===== config.mk =====
export PLATFORM = sky130hd
export DESIGN_NAME = rrsx_exec
export DESIGN_NICKNAME = d
export VERILOG_FILES = /design/src/rtl/rrsx_pkg.sv /design/src/rtl/rrsx_addr_gen.sv /design/src/rtl/rrsx_exec.sv
export VERILOG_INCLUDE_DIRS = /design/src /design/src/rtl
export SDC_FILE = /design/constraint.sdc
export NUM_CORES = 1
export LEC_CHECK = 0
export BUFFER_PORTS_ARGS = -buffer_cell sky130_fd_sc_hd__buf_2
export CAP_MARGIN = 10
export CORE_MARGIN = 2
export CORE_UTILIZATION = 55
export CTS_CLUSTER_DIAMETER = 100
export DETAILED_ROUTE_END_ITERATION = 12
export PLACE_DENSITY = 0.82
export SYNTH_ARGS = -nofsm -noshare
export SYNTH_HDL_FRONTEND = slang
export SYNTH_HIERARCHICAL = 1
export SYNTH_SLANG_ARGS = --single-unit

===== constraint.sdc =====
create_clock -name ref_clk -period 5.05 [get_ports ref_clk]
set_clock_uncertainty 0.1 [all_clocks]
set_input_delay 1.01 -clock ref_clk [delete_from_list [all_inputs] [get_ports ref_clk]]
set_output_delay 1.01 -clock ref_clk [all_outputs]
set_load 0.1 [all_outputs]

===== src/rtl/rrsx_map.svh =====
`ifndef RRSX_MAP_SVH
`define RRSX_MAP_SVH
// opcode fields (upper bits of the 16-bit program word)
`define RRSX_OPC_RRNC 6'h10
`define RRSX_OPC_FILL 7'h34
`define RRSX_FILL_VALUE 8'hff
`define RRSX_ILO_MAX 8'h5f
`define RRSX_BIT_D 9
`define RRSX_BIT_A 8
`define RRSX_ACCESS_HI_BASE 8'h60
`define RRSX_ACCESS_HI_BANK 4'hf
`define RRSX_WREG_RESET 8'h00
`endif


===== src/rtl/rrsx_pkg.sv =====
package rrsx_pkg;
    typedef enum logic [3:0] {
        RRSX_Q1 = 4'b0001,
        RRSX_Q2 = 4'b0010,
        RRSX_Q3 = 4'b0100,
        RRSX_Q4 = 4'b1000
    } rrsx_phase_type;

    // data memory request to the register file
    typedef struct packed {
        logic [11:0] addr;
        logic rd;
        logic wr;
        logic [7:0] wdata;
    } rrsx_mem_req_type;

    // status flag update
    typedef struct packed {
        logic upd;
        logic neg;
        logic zero;
    } rrsx_flag_type;
endpackage


===== src/rtl/rrsx_addr_gen.sv =====
`timescale 1ns/1ps
`default_nettype none
`include "rrsx_map.svh"
module rrsx_addr_gen (
    input wire logic [7:0] f_addr,
    input wire logic acc_sel,
    input wire logic ext_enable,
    input wire logic [3:0] bank_select_register,
    input wire logic [11:0] index_base,
    output logic [11:0] eff_addr,
    output logic indexed
);
    logic [11:0] sum;

    // effective address by mode
    always_comb begin
        sum = index_base + {4'h0, f_addr};
        indexed = !acc_sel && ext_enable && (f_addr <= `RRSX_ILO_MAX);
        if (indexed) begin
            eff_addr = sum;
        end else if (acc_sel) begin
            eff_addr = {bank_select_register, f_addr};
        end else if (f_addr >= `RRSX_ACCESS_HI_BASE) begin
            eff_addr = {`RRSX_ACCESS_HI_BANK, f_addr};
        end else begin
            eff_addr = {4'h0, f_addr};
        end
    end
endmodule
`default_nettype wire


===== src/rtl/rrsx_exec.sv =====
// Function
// - rotate right, bit0 to bit7, N Z
// - d=0 writes working register, d=1 memory
// - a=0 access bank, a=1 uses bank select
// - a=0, extended, f<=95: indexed literal offset
// - fill opcode writes ffh, flags untouched
`timescale 1ns/1ps
`default_nettype none
`include "rrsx_map.svh"
module rrsx_exec
    import rrsx_pkg::*;
(
    input wire logic ref_clk,
    input wire logic reset_n,
    input wire logic [15:0] instr,
    input wire logic instr_valid,
    input wire logic ext_enable,
    input wire logic [3:0] bank_select_register,
    input wire logic [11:0] index_base,
    input wire logic [7:0] mem_rdata,
    output rrsx_pkg::rrsx_mem_req_type mem_req,
    output rrsx_pkg::rrsx_flag_type flags,
    output logic [7:0] wreg,
    output logic [3:0] phase,
    output logic busy,
    output logic done
);
    import rrsx_pkg::*;

    // phase register, one-hot, q1 idles until a word is offered
    rrsx_phase_type state;
    rrsx_phase_type next_state;
    logic [15:0] ir;
    logic [15:0] next_ir;
    logic is_rot;
    logic next_is_rot;
    logic is_fill;
    logic next_is_fill;
    logic [11:0] addr;
    logic [11:0] next_addr;
    logic [7:0] data;
    logic [7:0] next_data;
    logic [7:0] next_wreg;
    rrsx_mem_req_type next_mem_req;
    rrsx_flag_type next_flags;
    logic next_done;
    logic [11:0] eff_addr;
    logic ilo_mode;

    ////////////////////////////////////////////////////////////
    // address formation
    rrsx_addr_gen rrsx_addr_gen_inst (
        .f_addr(ir[7:0]),
        .acc_sel(ir[`RRSX_BIT_A]),
        .ext_enable(ext_enable),
        .bank_select_register(bank_select_register),
        .index_base(index_base),
        .eff_addr(eff_addr),
        .indexed(ilo_mode)
    );

    ////////////////////////////////////////////////////////////
    // quarter-phase sequencer, next phase
    // every word takes four phases, unknown opcodes too
    always_comb begin
        next_state = state;
        case (state)
            RRSX_Q1: begin
                if (instr_valid) begin
                    next_state = RRSX_Q2;
                end
            end
            RRSX_Q2: begin
                next_state = RRSX_Q3;
            end
            RRSX_Q3: begin
                next_state = RRSX_Q4;
            end
            RRSX_Q4: begin
                next_state = RRSX_Q1;
            end
            default: begin
                next_state = RRSX_Q1;
            end
        endcase
    end

    // register phase
    always_ff @(posedge ref_clk or negedge reset_n) begin
        if (!reset_n) begin
            state <= RRSX_Q1;
        end else begin
            state <= next_state;
        end
    end

    ////////////////////////////////////////////////////////////
    // decode: take the word in q1 only
    // words offered while busy are dropped without notice
    always_comb begin
        next_ir = ir;
        next_is_rot = is_rot;
        next_is_fill = is_fill;
        if (state == RRSX_Q1 && instr_valid) begin
            next_ir = instr;
            next_is_rot = (instr[15:10] == `RRSX_OPC_RRNC);
            next_is_fill = (instr[15:9] == `RRSX_OPC_FILL);
        end
    end

    // register decoded word
    always_ff @(posedge ref_clk or negedge reset_n) begin
        if (!reset_n) begin
            ir <= 16'h0000;
            is_rot <= 1'b0;
            is_fill <= 1'b0;
        end else begin
            ir <= next_ir;
            is_rot <= next_is_rot;
            is_fill <= next_is_fill;
        end
    end

    ////////////////////////////////////////////////////////////
    // address kept from q2, result byte formed in q3
    // the address is held so bank changes after q2 cannot move the write
    always_comb begin
        next_addr = addr;
        next_data = data;
        if (state == RRSX_Q2) begin
            next_addr = eff_addr;
        end else if (state == RRSX_Q3) begin
            if (is_rot) begin
                next_data = {mem_rdata[0], mem_rdata[7:1]};
            end else begin
                next_data = `RRSX_FILL_VALUE;
            end
        end
    end

    // register address and result
    always_ff @(posedge ref_clk or negedge reset_n) begin
        if (!reset_n) begin
            addr <= 12'h000;
            data <= 8'h00;
        end else begin
            addr <= next_addr;
            data <= next_data;
        end
    end

    ////////////////////////////////////////////////////////////
    // outputs: set in q2 and q4 but registered, so read strobe shows in q3, write, flags and done in the next q1
    // strobes are single-cycle pulses, wreg holds its value
    always_comb begin
        next_wreg = wreg;
        next_mem_req = '0;
        next_flags = '0;
        next_done = 1'b0;
        case (state)
            RRSX_Q2: begin
                // fill reads too, so all phases look alike
                next_mem_req.addr = eff_addr;
                next_mem_req.rd = is_rot | is_fill;
            end
            RRSX_Q4: begin
                next_done = 1'b1;
                if (is_rot) begin
                    next_flags.upd = 1'b1;
                    next_flags.neg = data[7];
                    next_flags.zero = (data == 8'h00);
                    if (ir[`RRSX_BIT_D]) begin
                        next_mem_req.addr = addr;
                        next_mem_req.wr = 1'b1;
                        next_mem_req.wdata = data;
                    end else begin
                        next_wreg = data;
                    end
                end else if (is_fill) begin
                    // no flag pulse for fill
                    next_mem_req.addr = addr;
                    next_mem_req.wr = 1'b1;
                    next_mem_req.wdata = data;
                end
            end
            default: begin
                next_mem_req = '0;
            end
        endcase
    end

    // register outputs
    always_ff @(posedge ref_clk or negedge reset_n) begin
        if (!reset_n) begin
            wreg <= `RRSX_WREG_RESET;
            mem_req <= '0;
            flags <= '0;
            done <= 1'b0;
        end else begin
            wreg <= next_wreg;
            mem_req <= next_mem_req;
            flags <= next_flags;
            done <= next_done;
        end
    end

    // phase and busy views
    assign phase = state;
    assign busy = (state != RRSX_Q1);
endmodule
`default_nettype wire


==> results.txt <==
Max-Slew Margin vs Limit - 42.76%
CTS Hold Bufs - 0
reg2reg start - ir[0]$_DFFE_PN0P_
synthesis-stage register bit count - 70
Post-CTS Resized - 0
Starting Density - 56.11%
final core utilization - 67.23%
status - complete, no violations
n_diodes - 0
WS Path Type - primary input to flip-flop
clk root buf - clkbuf_8
number of flops mapped to enable cells by yosys - 0
Worst Setup End Kind - flip-flop
HP Start - addr[4]$_DFFE_PN0N_
Setup-failing EPs final - 0
Synth area leader - dfrtp_1
Routed Antenna Nets - 0
design area - 3910 µm²
crit share post-route - 54.02%
Overflow after GRT - 0
Core Area - 5816 µm²
Placed Area - 3710 µm²
Die Height - 81.03 µm
Crit Path Max Fanout - 3
leakage power - 1.967 nW
Die Area - 6565 µm²
Buffers on Ports - 82
VDD IR-drop max - 0.5854 mV
HPWL after DPL - 4.630 mm
post-synth top area share - 52.91%
RSZ-0062 raised after global routing - no
Slew @ Worst Pin - 0.8550 ns
# IOs - 83
ratio of cells with drive above 1 in the final layout - 39.44%
Yosys cell types - 51
GRT Total Usage - 21.33%
Power Total - 2.112 mW
Placed Cells - 414
synth top area cells - dfrtp_1 53%, mux2_2 9.3%, a22o_1 3.2%
power per cell area - 540.2 nW/µm²
clock sink count - 70
number of global-route vias before repair - 2238
CTS Buf Count - 9
global placement routability congestion - 0.8766
Die Wd - 81.03 µm
CP startpoint kind - primary input
worst hold path class - flip-flop to flip-flop
DR iter-0 viols - 147
Synth Flop Type - dfrtp_1
Synth Warn # - 6
CTS tree - done
clk_lat worst skew - 0.34 ns
f_max - 366.6 MHz
Worst EP arrival - 2.89 ns
CP Launch Point - index_base[0]
setup TNS - 0 ns
first-pass GRT wire length - 10.53 mm
CP Data Required Time - 5.22 ns
row count - 28
final period demand of the worst path - 2.728 ns
Via density - 5.328
most frequent cell after synthesis - dfrtp_1
Clock Tree Buf Depth - 2
sequential share of the synthesized area - 53.72%
MaxCap Viol Count - 0
most frequent cells after synthesis - 69 x dfrtp_1, 27 x mux2_2, 15 x inv_1, 14 x nor2_1
H-tree Lvls - 3
final hold vios - 0
clk slew on worst S/H paths - 0.07 ns
Post-Synthesis Cells - 265
pre-CTS setup slack - 2.008 ns
synthesized area per cell - 12.31 µm²
DR pass1 iterations - 4
ys async rst share - 100.0%
final setup margin - 2.322 ns
DR vias - 2291
Routed WL per cell - 14.84 µm
Final Max Tran Viols - 0
Residual DRC - 0
synthesized cell area - 3263 µm²
largest net degree at the start of global routing - 39
Hold Worst Slack - 0.3850 ns
initial antenna violation count - 0
DRT Wirelength - 6.382 mm
final cell count without fillers - 430
Final nets - 403
area grow syn2layout - 19.82%
postcts setup bufs - 0
syn_nets - 318
-- layer usage --
metal	routed length (µm)	part of all wire [%]	vias to the layer above	track usage [%]
li1	-	-	1115	-
met2	3137	49	65	35.62
met1	2883	45	1103	27.75
met4	89	1.4	0	8.644
met3	272	4.3	8	3.556
met5	0	0	-	0
-- flip-flops by register name, summed over array words and instances (netlist names) --
register / cells
phase: 4
addr: 12
flags: 3
is_rot: 1
done: 1
wreg: 8
ir: 10
is_fill: 1
data: 8
mem_req: 22
-- area by class of cell --
type | instances | area, µm²
inverters | 15 | 56.30
well taps | 75 | 93.84
repair buffers | 84 | 425.4
clock buffers | 11 | 141.4
fillers | 462 | 1906
multi-input cells | 170 | 1381
clock inverters | 5 | 58.81
flip-flops and latches | 70 | 1753
-- critical path: stages --
cell and delay (ns):
buf_2 0.08, ha_1 0.18, inv_1 0.06, fa_1 0.40, nor2b_1 0.16, o31a_1 0.21
o21ai_1 0.13, or4_1 0.41, nand3_1 0.10, a22o_1 0.15
-- logic make-up after synthesis --
group	count (synthesis)	synth area share [%]
DFF	70	53.72
adders and majority gates	9	3.681
xor gates and xnor gates	6	1.611
and+or+nand+nor	67	13.04
buffers and inverters	25	3.949
muxes	33	11.35
AOI/OAI and AO/OA	55	12.65
-- worst paths after layout --
path / endpoint / slack [ns] / cells after the start
max in group asynchronous: mem_req[17]$_DFF_PN0_ / 3.28 / 2
min in group asynchronous: mem_req[2]$_DFF_PN0_ / 0.62 / 1
min: mem_req[14]$_DFF_PN0_ / 0.39 / 1
min reg2reg: mem_req[14]$_DFF_PN0_ / 0.39 / 1
max reg2reg: mem_req[20]$_DFF_PN0_ / 2.70 / 9
max: mem_req[20]$_DFF_PN0_ / 2.32 / 10
-- cell usage in the layout (no fill, tap or decap), types with 8 or more instances in the layout --
master	count
mux2_2	27
ha_1	8
dfrtp_1	69
buf_2	82
and2_1	10
a31oi_1	9
nor2_1	14
a22o_1	12
clkbuf_8	10
inv_1	15
nand2_1	12
o21ai_0	8
-- where the power goes --
| part | leakage (nW) | switching, mW | internal [mW] |
|---|---|---|---|
| Sequential | 0.882 | 0.110 | 0.682 |
| Combinational | 0.989 | 0.553 | 0.320 |
| Clock | 0.0955 | 0.206 | 0.242 |
| Total | 1.97 | 0.869 | 1.24 |
(Power assumes the default switching activity.)
